File: src/inc/eip_pkg.sv
// Constants, vector types and state types for the external interrupt pin logic.
// Assumes one 100 MHz system clock and a synchronous active-low reset.
// Operation
// - Unmasked uncascaded request vectors to its table entry outside slave mode
// - Requests synchronised; edge or level trigger
// - Slave select means type on bus
// - Cascade on request-a makes request-c acknowledge
// - Cascade on request-b makes request-d acknowledge
// - Slave mode reuses request-d as request out
// - Demod drives timer-zero, request-c; inverse timer-one, request-e
// - Demod frees timer pins and request-e
// - Demod pin level shown in bit 31
// - Request-e flags demod falling edges
// - Software compares timers for pulse width
package eip_pkg;

  localparam int NUM_REQ = 5;
  localparam logic [4:0] REQ_RESET = 5'h00;
  localparam logic [7:0] TYPE_RESET = 8'h00;
  // Vector types of the five requests, by table position.
  localparam logic [7:0] VEC_A = 8'h0c;
  localparam logic [7:0] VEC_B = 8'h0d;
  localparam logic [7:0] VEC_C = 8'h0e;
  localparam logic [7:0] VEC_D = 8'h0f;
  localparam logic [7:0] VEC_E = 8'h10;
  localparam int GP_DEMOD_BIT = 31;
  localparam int IDX_A = 0;
  localparam int IDX_B = 1;
  localparam int IDX_C = 2;
  localparam int IDX_D = 3;
  localparam int IDX_E = 4;

  typedef enum logic [3:0] {
    EIP_IDLE = 4'h1,
    EIP_ACK = 4'h2,
    EIP_VECTOR = 4'h4,
    EIP_WAIT = 4'h8
  } eip_state_type;

endpackage

File: src/design/eip_pin_logic.sv
// Pin front end of the interrupt unit: five external requests, cascade,
// slave and pulse-width demodulation modes, and the vector hand-off to the core.
// Assumes all pin inputs are asynchronous and the core acknowledges vectors.
`timescale 1ns/100ps
module eip_pin_logic (
  // Clock and reset.
  input wire logic clk_sys,
  input wire logic reset_n,
  // Request, demodulator and timer pins, asynchronous.
  input wire logic ext_request_a,
  input wire logic ext_request_b,
  input wire logic ext_request_c,
  input wire logic ext_request_d,
  input wire logic ext_request_e,
  input wire logic pulse_demod_input,
  input wire logic timer_zero_pin,
  input wire logic timer_one_pin,
  // Low byte of the address/data bus, sampled for interrupt types.
  input wire logic [7:0] bus_data_low,
  // Configuration levels from the core.
  input wire logic [4:0] req_mask,
  input wire logic [4:0] req_level_mode,
  input wire logic cascade_a_en,
  input wire logic cascade_b_en,
  input wire logic slave_mode_en,
  input wire logic demod_en,
  input wire logic slave_irq_request,
  // Handshake with the core.
  input wire logic vector_taken,
  output logic vector_valid,
  output logic [7:0] vector_type,
  output logic [4:0] pending,
  // Acknowledge and slave request pins; enable high while driven.
  output logic cascade_ack_a,
  output logic cascade_ack_a_oe,
  output logic cascade_ack_b,
  output logic cascade_ack_b_oe,
  // Timer inputs and general-purpose view.
  output logic timer_zero_input,
  output logic timer_one_input,
  output logic gp_bit_thirtyone,
  output logic gp_bit_thirty
);

  logic [7:0] pins_async;
  logic [7:0] pins_sync;
  logic req_a_s, req_b_s, req_c_s, req_d_s, req_e_s, demod_s, tmr0_s, tmr1_s;
  logic [4:0] req_level;
  logic [4:0] req_prev;
  logic [4:0] next_req_prev;
  logic [4:0] next_pending;
  logic [4:0] live;
  logic demod_prev;
  logic next_demod_prev;
  eip_pkg::eip_state_type state;
  eip_pkg::eip_state_type next_state;
  logic [2:0] sel;
  logic [2:0] next_sel;
  logic [7:0] next_vector_type;
  logic sel_prev;
  logic next_sel_prev;
  logic [4:0] win_onehot;
  logic [2:0] win_idx;

  // Every request, demodulator and timer pin passes two flops before any logic looks at it; the bus is not synchronised.
  assign pins_async = {timer_one_pin, timer_zero_pin, pulse_demod_input, ext_request_e,
                       ext_request_d, ext_request_c, ext_request_b, ext_request_a};
  eip_sync #(.WIDTH(8)) u_sync (
    .clk_sys(clk_sys),
    .reset_n(reset_n),
    .pin_async(pins_async),
    .pin_sync(pins_sync)
  );
  assign {tmr1_s, tmr0_s, demod_s, req_e_s, req_d_s, req_c_s, req_b_s, req_a_s} = pins_sync;

  // Fixed vector type of each request slot.
  function automatic logic [7:0] slot_vector(input logic [2:0] idx);
    unique case (idx)
      3'h0: slot_vector = eip_pkg::VEC_A;
      3'h1: slot_vector = eip_pkg::VEC_B;
      3'h2: slot_vector = eip_pkg::VEC_C;
      3'h3: slot_vector = eip_pkg::VEC_D;
      default: slot_vector = eip_pkg::VEC_E;
    endcase
  endfunction

  // Pin roles per mode; a pin turned into an output no longer requests.
  always_comb begin
    req_level[eip_pkg::IDX_A] = req_a_s;
    req_level[eip_pkg::IDX_B] = req_b_s && !slave_mode_en;
    req_level[eip_pkg::IDX_C] = demod_en ? demod_s : (req_c_s && !cascade_a_en);
    req_level[eip_pkg::IDX_D] = req_d_s && !cascade_b_en && !slave_mode_en;
    req_level[eip_pkg::IDX_E] = demod_en ? !demod_s : req_e_s;
  end

  // Timer inputs: demodulator and its inverse, or the plain pins.
  always_ff @(posedge clk_sys) begin
    if (!reset_n) begin
      timer_zero_input <= 1'b0;
      timer_one_input <= 1'b0;
      gp_bit_thirtyone <= 1'b0;
      gp_bit_thirty <= 1'b0;
    end else begin
      timer_zero_input <= demod_en ? demod_s : tmr0_s;
      timer_one_input <= demod_en ? !demod_s : tmr1_s;
      gp_bit_thirtyone <= demod_en ? demod_s : req_c_s;
      gp_bit_thirty <= req_e_s;
    end
  end

  // Edge-mode requests latch on rising edges; level-mode follow the pin.
  // A new edge in the cycle of its own acknowledge wins over the clear.
  always_comb begin
    next_req_prev = req_level;
    next_demod_prev = demod_s;
    live = (req_level & ~req_prev & ~req_level_mode) | (pending & ~req_level_mode);
    if (demod_en) begin
      // Request-e becomes a falling-edge flag of the demodulator input.
      live[eip_pkg::IDX_E] = (demod_prev && !demod_s) || pending[eip_pkg::IDX_E];
    end
    live = live | (req_level & req_level_mode);
    if (state == eip_pkg::EIP_VECTOR && vector_taken) begin
      live[sel] = live[sel] & (req_level[sel] & ~req_prev[sel] & ~req_level_mode[sel]);
    end
    next_pending = live;
  end

  // Lowest unmasked pending slot wins.
  always_comb begin
    win_onehot = pending & ~req_mask & (~(pending & ~req_mask) + 5'h01);
    win_idx = 3'h0;
    for (int i = 0; i < eip_pkg::NUM_REQ; i++) begin
      if (win_onehot[i]) begin
        win_idx = 3'(i);
      end
    end
  end

  // Vector sequencer: internal slots go straight out, cascade slots first
  // raise an acknowledge, slave mode waits for the select pin.
  always_comb begin
    next_state = state;
    next_sel = sel;
    next_vector_type = vector_type;
    next_sel_prev = req_b_s;
    unique case (state)
      eip_pkg::EIP_IDLE: begin
        if (slave_mode_en) begin
          // Master raises request-a, then select once the type is on the bus.
          if (req_a_s && req_b_s && !sel_prev) begin
            next_vector_type = bus_data_low;
            next_sel = 3'h0;
            next_state = eip_pkg::EIP_VECTOR;
          end
        end else if (|win_onehot) begin
          next_sel = win_idx;
          if ((win_idx == 3'h0 && cascade_a_en) || (win_idx == 3'h1 && cascade_b_en)) begin
            next_state = eip_pkg::EIP_ACK;
          end else begin
            next_vector_type = slot_vector(win_idx);
            next_state = eip_pkg::EIP_VECTOR;
          end
        end
      end
      eip_pkg::EIP_ACK: begin
        // Acknowledge stays low here and in the wait state, which samples the type the peripheral presents.
        next_state = eip_pkg::EIP_WAIT;
      end
      eip_pkg::EIP_WAIT: begin
        next_vector_type = bus_data_low;
        next_state = eip_pkg::EIP_VECTOR;
      end
      eip_pkg::EIP_VECTOR: begin
        if (vector_taken) begin
          next_state = eip_pkg::EIP_IDLE;
        end
      end
    endcase
  end

  // Register the sequencer and the request history.
  always_ff @(posedge clk_sys) begin
    if (!reset_n) begin
      state <= eip_pkg::EIP_IDLE;
      sel <= 3'h0;
      vector_type <= eip_pkg::TYPE_RESET;
      pending <= eip_pkg::REQ_RESET;
      req_prev <= eip_pkg::REQ_RESET;
      demod_prev <= 1'b0;
      sel_prev <= 1'b0;
    end else begin
      state <= next_state;
      sel <= next_sel;
      vector_type <= next_vector_type;
      pending <= next_pending;
      req_prev <= next_req_prev;
      demod_prev <= next_demod_prev;
      sel_prev <= next_sel_prev;
    end
  end

  // Pin outputs. Acknowledges are active low on the shared pins.
  assign vector_valid = (state == eip_pkg::EIP_VECTOR);
  assign cascade_ack_a_oe = cascade_a_en && !demod_en;
  assign cascade_ack_a = !(state != eip_pkg::EIP_IDLE && state != eip_pkg::EIP_VECTOR
                           && sel == 3'h0);
  assign cascade_ack_b_oe = cascade_b_en || slave_mode_en;
  assign cascade_ack_b = slave_mode_en ? slave_irq_request
                       : !(state != eip_pkg::EIP_IDLE && state != eip_pkg::EIP_VECTOR
                           && sel == 3'h1);

endmodule

File: src/design/eip_sync.sv
// Two-stage synchroniser for a bus of asynchronous pin inputs.
// Assumes the inputs come from outside the clk_sys domain.
`timescale 1ns/100ps
module eip_sync #(
  parameter int WIDTH = 5
) (
  // Clock and reset.
  input wire logic clk_sys,
  input wire logic reset_n,
  // Pins in, synchronised levels out.
  input wire logic [WIDTH-1:0] pin_async,
  output logic [WIDTH-1:0] pin_sync
);

  logic [WIDTH-1:0] stage_one;

  // The first stage feeds only the second, so metastability stays contained.
  always_ff @(posedge clk_sys) begin
    if (!reset_n) begin
      stage_one <= '0;
      pin_sync <= '0;
    end else begin
      stage_one <= pin_async;
      pin_sync <= stage_one;
    end
  end

endmodule

File: config.mk
export PLATFORM = sky130hd
export DESIGN_NAME = eip_pin_logic
export DESIGN_NICKNAME = d
export VERILOG_FILES = /design/src/inc/eip_pkg.sv /design/src/design/eip_pin_logic.sv /design/src/design/eip_sync.sv
export SDC_FILE = /design/constraint.sdc
export NUM_CORES = 1
export LEC_CHECK = 0
export BUFFER_PORTS_ARGS = -buffer_cell sky130_fd_sc_hd__buf_4
export CAP_MARGIN = 10
export CORE_AREA = 4 4 74 76
export CTS_BUF_LIST = sky130_fd_sc_hd__clkbuf_16
export DETAILED_ROUTE_END_ITERATION = 7
export DIE_AREA = 0 0 78 80
export PLACE_DENSITY_LB_ADDON = 0.12
export SYNTH_ARGS = -nofsm -noshare
export SYNTH_HDL_FRONTEND = slang
export SYNTH_SLANG_ARGS = --single-unit
File: constraint.sdc
create_clock -name clk_sys -period 2.5 [get_ports clk_sys]
set_input_delay 0.5 -clock clk_sys [delete_from_list [all_inputs] [get_ports clk_sys]]
set_output_delay 0.5 -clock clk_sys [all_outputs]
set_load 0.03 [all_outputs]
==> impl_metrics.csv, run 1 <==
group,metric,value,unit
detailed_routing,routed_via_density,5.23,
detailed_routing,drtIter0Drc,166,
timing,max_slew_margin,62.0,%
die,die_y,80,um
global_routing,antenna_found_initial,0,
status,outcome,"finished clean",
synth,synth_top_area_share,44.4,%
timing,skew,5.55,ps
cts,clk-insertion-delay-late,290,ps
layout,diodes,0,
setup_path,max_stage_delay,500,ps
setup_path,required,2000,ps
pwr,p_leak,1.11,nW
timing,setup_tns,0,ps
setup_path,cp_max_fo,8,
setup_path,ff2ff_setup_slack,560,ps
setup_path,worst-endpoint-arrival,1730,ps
cts,ctsLongestPathBuffers,2,
global_routing,grt-ovfl-total,0,
timing,layout_worst_path_cycle_share,89.3,%
synth,ys_ff_latch,47,
cts,post_cts_buffers,0,
timing,fmax,0.448,GHz
synth,ys_types,48,
layout,final_common_cell,"buf_4",
synth,synth-main-ff-cell,"dfxtp_1",
timing,finalCriticalPeriod,2230,ps
synth,synth_cells,233,
timing,final_hold_viol_count,0,
setup_path,cp_slowest_cell,"dfxtp_1",
detailed_routing,firstDrtPassIters,4,
synth,synth_fp_nets,267,
timing,rsz0062_at_grt,"no",
detailed_routing,wl,5050,um
setup_path,worst-path-buf-inv,1,
pwr,switchingPower,0.000492,W
pwr,switching_share,27.4,%
setup_path,startpoint_type,"flop",
pwr,clkPwrFrac,37.0,%
die,start_util,44.9,%
cts,cts_tree,"yes",
setup_path,crit_family,"simple AND/OR/NAND/NOR gates",
setup_path,cp-end-kind,"output pin",
layout,drive_gt1_share,24.6,%
layout,area_growth,27.6,%
cts,h-tree-depth,2,
global_routing,grt_max_degree,37,
pwr,powerDensity,664,mW/mm^2
placement,place.gp.congestion,0.837,
die,die_area,0.00624,mm^2
synth,yosysSeqAreaShare,44.4,%
worst_hold_path,hp-class,"in -> reg",
synth,async_reset_ff_share,0,%
synth,synth-edff-count,0,
timing,finalSetupViolations,0,
pwr,peakVddDrop,0.422,mV
pwr,comb_power_share,17.3,%
pwr,p_total,0.00180,W
job,drv_cap,0,
synth,yosys-top-cells-area,"dfxtp_1 (44%), and2_1 (6.2%), nand2_1 (3.0%)",
synth,yosys.area.top_type,"dfxtp_1",
cts,post_cts_resized,0,
layout,fin_util,57.3,%
pwr,p_int,0.00131,W
detailed_routing,wl_per_cell,14.4,um
detailed_routing,ant_nets,0,
cts,clk_pin_slew_worst_paths,70,ps
layout,final_area,0.00271,mm^2
die,core,0.00472,mm^2
detailed_routing,drc,0,
synth,postSynthAreaPerCell,9.10,um^2
synth,yosys_warnings,0,
global_routing,grtUsageTotal,16.9,%
setup_path,path_cells,"nor4b_4 -> nor3_1 -> a21oi_1 -> buf_4",
cts,clock_sinks,47,
global_routing,grt_pass1_wl,8280,um
die,rows,25,
die,io_pins,56,
cts,cts_root_buf,"clkbuf_16",
global_routing,first_global_vias,1766,
layout,layout_common_cells,"buf_4 (56), dfxtp_1 (47), and2_1 (21)",
placement,hpwl,3730,um
synth,netlist_area,0.00212,mm^2
cts,cts_buffers,5,
placement,port_buffers,55,
timing,worst_pin_slew,562,ps
detailed_routing,vias,1834,
timing,drv_slew,0,
setup_path,crit_type,"reg -> out",
placement,placed_area,0.00256,mm^2
pwr,seqPwrFrac,45.7,%
die,die_w,78,um
layout,nets,317,
cts,hold_buffers,0,
cells in the mapped netlist, types with 3 or more instances:
library cell	count
dfxtp_1	47
nor3_1	6
a211oi_1	3
and2_1	21
clkbuf_1	9
o211ai_1	4
nor2b_1	10
a311oi_1	3
o21a_1	3
a21oi_1	12
nand2_1	17
nor3b_1	6
nor2_1	12
o21ai_0	10
nand2b_1	8
inv_1	8
a211o_1	5
nand3_1	6
mux2i_1	5
worst paths after layout:
check,from,end,depth (start not counted)
setup / recovery,state[2],cascade_ack_b,4
hold / removal,timer_one_pin,u_sync.stage_one[7],2
setup reg to reg,state[3],vector_type[6],4
hold reg to reg,u_sync.stage_one[0],u_sync.pin_sync[0],1
logic make-up (layout without fill, tap and decap cells):
logic type             after synthesis  after routing  synth area share, %
AND/OR/NAND/NOR                    104            104                 29.7
XOR/XNOR                             1              1                0.413
buffers and inverters               21             72                 4.55
AO/OA/AOI/OAI                       54             54                 17.5
multiplexers                         6              6                 3.42
flip-flops                          47             47                 44.4
worst register-to-register path, cell delays in order (launching register included):
cell,delay (ps)
dfxtp_1,530
nor4b_1,530
a21o_1,190
and2_1,380
mux2i_1,240
stage by stage:
| step | instances | setup slack [ps] | hold WS (ps) |
|---|---|---|---|
| 2_1_floorplan | 233 | 338 | 406 |
| 3_3_place_gp | 343 | 452 | 410 |
| 3_5_place_dp | 343 | 437 | 418 |
| 4_1_cts | 351 | 282 | 408 |
| 5_1_grt | 351 | 178 | 408 |
| 6_report | 351 | 268 | 412 |
area by class of cell:
type	instances	area, um^2
Clock buffer	5	125
Clock inverter	3	22.5
Fill cell	454	2020
Inverter	8	30.0
Multi-Input combinational cell	165	1080
Sequential cell	47	941
Tap cell	67	83.8
Timing Repair Buffer	56	420
power by group through the flow:
stage	combinational [W]	sequential (W)	clock, W
3_3_place_gp	0.000311	0.000838	0
6_report	0.000311	0.000821	0.000664
4_1_cts	0.000313	0.000822	0.000680
3_5_place_dp	0.000311	0.000839	0
2_1_floorplan	0.000169	0.000867	0
5_1_grt	0.000339	0.000827	0.000707
layer usage:
layer / part of all wire (%) / up-vias / track usage [%]
met2: 46 / 58 / 27.2
met3: 5.0 / 16 / 4.63
li1: - / 926 / -
met5: 0 / - / 0
met4: 2.9 / 0 / 7.52
met1: 46 / 834 / 21.2
flip-flops by register name (all words and copies together), names as in the netlist:
name,count
sel_prev,1
u_sync.pin_sync,8
u_sync.stage_one,8
pending,5
timer_zero_input,1
timer_one_input,1
vector_type,8
sel,3
req_prev,5
demod_prev,1
gp_bit_thirtyone,1
gp_bit_thirty,1
state,4
No activity file was read; power rests on OpenSTA's default activity.
==> run 2: changes to the inputs <==
--- a/config.mk
+++ b/config.mk
@@ -12,6 +12,7 @@
 export DETAILED_ROUTE_END_ITERATION = 7
 export DIE_AREA = 0 0 78 80
 export PLACE_DENSITY_LB_ADDON = 0.12
+export REMOVE_ABC_BUFFERS = 1
 export SYNTH_ARGS = -nofsm -noshare
 export SYNTH_HDL_FRONTEND = slang
 export SYNTH_SLANG_ARGS = --single-unit
==> impl_metrics.csv, run 2 (synthesis gave the netlist of run 1 again) <==
group,metric,value,unit
setup_path,startpoint_type,"flop",
job,drv_cap,0,
setup_path,required,2000,ps
die,start_util,44.9,%
timing,whs,413,ps
die,die_y,80,um
timing,max_slew_margin,64.1,%
cts,post_cts_resized,0,
detailed_routing,drtIter0Drc,121,
pwr,p_total,0.00180,W
cts,cts_tree,"yes",
worst_hold_path,hold_end,"u_sync.stage_one[2]",
setup_path,cp_max_fo,8,
layout,diodes,0,
pwr,peakVddDrop,0.362,mV
timing,finalSetupViolations,0,
cts,cts_buffers,5,
layout,final_common_cell,"buf_4",
detailed_routing,routed_via_density,5.23,
timing,drv_slew,0,
placement,hpwl,3650,um
worst_hold_path,hp-class,"in -> reg",
timing,layout_worst_path_cycle_share,86.7,%
timing,fin_ws,332,ps
global_routing,grt-ovfl-total,0,
detailed_routing,vias,1835,
detailed_routing,ant_nets,0,
die,die_area,0.00624,mm^2
worst_hold_path,hold_start,"ext_request_c",
global_routing,grt_pass1_wl,8220,um
detailed_routing,wl_per_cell,14.0,um
setup_path,cp_slowest_cell,"dfxtp_1",
detailed_routing,firstDrtPassIters,4,
global_routing,grt_max_degree,37,
layout,drive_gt1_share,24.6,%
cts,clk_pin_slew_worst_paths,70,ps
setup_path,path_cells,"nor4b_4 -> nor3_1 -> a21oi_1 -> buf_4",
die,core,0.00472,mm^2
placement,dp_worst_setup_slack,418,ps
layout,layout_common_cells,"buf_4 (56), dfxtp_1 (47), and2_1 (21)",
cts,ctsLongestPathBuffers,2,
cts,clk-insertion-delay-late,290,ps
timing,finalCriticalPeriod,2170,ps
cts,clock_sinks,47,
layout,largestRegisters,"u_sync.pin_sync (8), u_sync.stage_one (8), vector_type (8)",
worst_hold_path,whs_path_depth,2,
layout,nets,317,
global_routing,first_global_vias,1775,
setup_path,cp-end-kind,"output pin",
timing,final_hold_viol_count,0,
cts,hold_buffers,0,
placement,port_buffers,55,
cts,h-tree-depth,2,
die,io_pins,56,
layout,area_growth,27.6,%
detailed_routing,wl,4910,um
timing,rsz0062_at_grt,"no",
setup_path,worst-path-buf-inv,1,
cts,cts_root_buf,"clkbuf_16",
timing,fmax,0.461,GHz
setup_path,ff2ff_setup_slack,580,ps
setup_path,max_stage_delay,500,ps
global_routing,antenna_found_initial,0,
pwr,p_leak,1.11,nW
timing,worst_pin_slew,538,ps
setup_path,r2r_start,"state[0]",
layout,n_fill_cell,455,
detailed_routing,drc,0,
die,die_w,78,um
status,outcome,"finished clean",
setup_path,crit_type,"reg -> out",
global_routing,grtUsageTotal,16.7,%
setup_path,r2r-end,"vector_type[1]",
placement,place.gp.congestion,0.852,
setup_path,worst-endpoint-arrival,1670,ps
cts,post_cts_buffers,0,
setup_path,reg2reg_depth,5,
pwr,powerDensity,664,mW/mm^2
timing,setup_tns,0,ps
setup_path,crit_cells,4,
die,rows,25,
setup_path,crit_family,"simple AND/OR/NAND/NOR gates",
timing,skew,5.67,ps
==> run 2: cell counts in the layout (fill, tap and decap cells not counted) <==
Identical to the previous run, type by type.
==> run 2: report_power, final <==
part	switching (W)	total [W]	leakage, nW	internal (W)
Clock	0.000291	0.000665	0.0742	0.000374
Combinational	0.000169	0.000311	0.650	0.000142
Sequential	0.0000306	0.000820	0.385	0.000790
==> run 2: layout make-up <==
cell class | instances | area (um^2) | area share [%]
multi-input cells | 165 | 1080 | 40.0
flip-flops and latches | 47 | 941 | 34.8
clock buffers | 5 | 125 | 4.63
inverters | 8 | 30.0 | 1.11
well taps | 67 | 83.8 | 3.10
repair buffers | 56 | 420 | 15.5
clock inverters | 3 | 22.5 | 0.833
==> run 2: worst max path at each step <==
stage / start / to
floorplan: state[2] / cascade_ack_b
global placement: demod_en / pending[0]
detailed placement: demod_en / pending[0]
CTS: state[2] / cascade_ack_b
finish: state[2] / cascade_ack_b
global route: state[2] / cascade_ack_b
==> run 2: worst reg2reg max path, stage by stage (launching register included) <==
cell and delay (ps):
dfxtp_1 470, nor4b_4 400, o21ai_1 130, a211o_1 290
and2_1 280, a311oi_1 260
==> run 2: metrics by stage <==
step,area (um^2),util (%),instances
after floorplan,2050,-,220
after global placement,2560,54.1,343
after detailed placement,2560,54.1,343
after CTS,2710,57.3,351
after global routing,2710,57.3,351
final,2710,57.3,351
==> run 2: metal layers <==
layer	GRT usage (%)	vias to the layer above	routed length, um
met3	4.29	9	274
met2	29.5	43	2440
li1	-	926	-
met1	19.5	857	2130
met4	6.12	0	71
met5	0	-	0
==> run 3: changes to the inputs <==
--- a/config.mk
+++ b/config.mk
@@ -8,7 +8,7 @@
 export BUFFER_PORTS_ARGS = -buffer_cell sky130_fd_sc_hd__buf_4
 export CAP_MARGIN = 10
 export CORE_AREA = 4 4 74 76
-export CTS_BUF_LIST = sky130_fd_sc_hd__clkbuf_16
+export CTS_BUF_LIST = sky130_fd_sc_hd__clkbuf_8
 export DETAILED_ROUTE_END_ITERATION = 7
 export DIE_AREA = 0 0 78 80
 export PLACE_DENSITY_LB_ADDON = 0.12
==> impl_metrics.csv, run 3 (synthesis gave the netlist of run 1 again) <==
group,metric,value,unit
layout,drive_gt1_share,24.6,%
layout,final_common_cell,"buf_4",
cts,ctsLongestPathBuffers,2,
detailed_routing,wl_per_cell,14.0,um
detailed_routing,ant_nets,0,
global_routing,antenna_found_initial,0,
detailed_routing,firstDrtPassIters,4,
die,core,0.00472,mm^2
setup_path,worst-endpoint-arrival,1700,ps
setup_path,crit_type,"reg -> out",
pwr,switching_share,29.2,%
timing,finalCriticalPeriod,2200,ps
setup_path,startpoint_type,"flop",
worst_hold_path,whs_path_depth,2,
pwr,comb_power_share,19.4,%
cts,cts_tree,"yes",
worst_hold_path,hp-class,"in -> reg",
timing,max_slew_margin,63.4,%
die,io_pins,56,
die,rows,25,
timing,finalSetupViolations,0,
pwr,p_leak,1.08,nW
timing,final_hold_viol_count,0,
placement,port_buffers,55,
layout,nets,317,
placement,hpwl,3650,um
detailed_routing,routed_via_density,5.17,
timing,skew,7.61,ps
cts,clk-insertion-delay-late,300,ps
setup_path,cp-end-kind,"output pin",
pwr,switchingPower,0.000467,W
detailed_routing,drtIter0Drc,99,
global_routing,grtUsageTotal,16.5,%
timing,rsz0062_at_grt,"no",
layout,area_growth,25.0,%
global_routing,first_global_vias,1775,
cts,post_cts_buffers,0,
status,outcome,"finished clean",
layout,fin_cells,351,
cts,post_cts_resized,0,
placement,dp_cells,343,
pwr,peakVddDrop,0.476,mV
die,start_util,44.9,%
timing,fmax,0.455,GHz
die,die_area,0.00624,mm^2
pwr,seqPwrFrac,51.3,%
timing,whs,396,ps
detailed_routing,wl,4920,um
setup_path,cp_max_fo,8,
pwr,powerDensity,603,mW/mm^2
layout,diodes,0,
setup_path,required,2000,ps
global_routing,grt_pass1_wl,8200,um
global_routing,grt-ovfl-total,0,
die,die_y,80,um
detailed_routing,vias,1814,
cts,clk_pin_slew_worst_paths,90,ps
layout,layout_common_cells,"buf_4 (56), dfxtp_1 (47), and2_1 (21)",
placement,place.gp.congestion,0.852,
setup_path,reg2reg_depth,5,
cts,clock_sinks,47,
die,die_w,78,um
cts,cts_buffers,5,
timing,worst_pin_slew,548,ps
timing,setup_tns,0,ps
layout,largestRegisters,"u_sync.pin_sync (8), u_sync.stage_one (8), vector_type (8)",
detailed_routing,drc,0,
layout,n_fill_cell,470,
pwr,clkPwrFrac,29.3,%
cts,h-tree-depth,2,
global_routing,grt_max_degree,37,
cts,cts_root_buf,"clkbuf_8",
cts,hold_buffers,0,
layout,fin_util,56.1,%
timing,drv_slew,0,
timing,layout_worst_path_cycle_share,87.9,%
job,drv_cap,0,
pwr,p_int,0.00113,W
-- run 3: cell counts in the layout (fill, tap and decap cells not counted) --
Identical to the previous run, type by type.
-- run 3: layout make-up --
| class | count | area [um^2] | area share, % |
|---|---|---|---|
| flip-flops and latches | 47 | 941 | 35.5 |
| clock inverters | 3 | 22.5 | 0.850 |
| inverters | 8 | 30.0 | 1.13 |
| clock buffers | 5 | 68.8 | 2.60 |
| repair buffers | 56 | 420 | 15.9 |
| well taps | 67 | 83.8 | 3.16 |
| multi-input cells | 165 | 1080 | 40.9 |
-- run 3: stage by stage --
stage	total power, W	setup WS [ps]	area [um^2]
after floorplan	0.00102	349	2050
after global placement	0.00115	463	2560
after detailed placement	0.00115	418	2560
after CTS	0.00161	305	2650
after global routing	0.00168	204	2650
final	0.00160	304	2650
-- run 3: worst max-delay path, stage by stage (launching register included) --
cell	delay (ps)
dfxtp_1	510
nor4b_4	430
nor3_1	130
a21oi_1	150
buf_4	180
-- run 3: routing by layer --
layer  global-route usage (%)  share of wire [%]
met2                     29.5                 50
met4                     5.24                1.1
met5                        0                  0
met3                     4.40                6.1
met1                     19.2                 43
-- run 3: path summary, 6_finish.rpt --
kind,to,slack [ps],from
worst min register to register,u_sync.pin_sync[1],440,u_sync.stage_one[1]
worst max register to register,vector_type[1],590,state[0]
worst max-delay path,cascade_ack_b,300,state[2]
worst min-delay path,u_sync.stage_one[2],400,ext_request_c
-- run 3: power by group through the flow --
stage | Sequential (W) | Clock [W] | Combinational (W)
after floorplan | 0.000870 | 0 | 0.000148
after global placement | 0.000837 | 0 | 0.000310
after detailed placement | 0.000837 | 0 | 0.000311
after CTS | 0.000820 | 0.000481 | 0.000313
after global routing | 0.000827 | 0.000519 | 0.000339
final | 0.000820 | 0.000468 | 0.000311
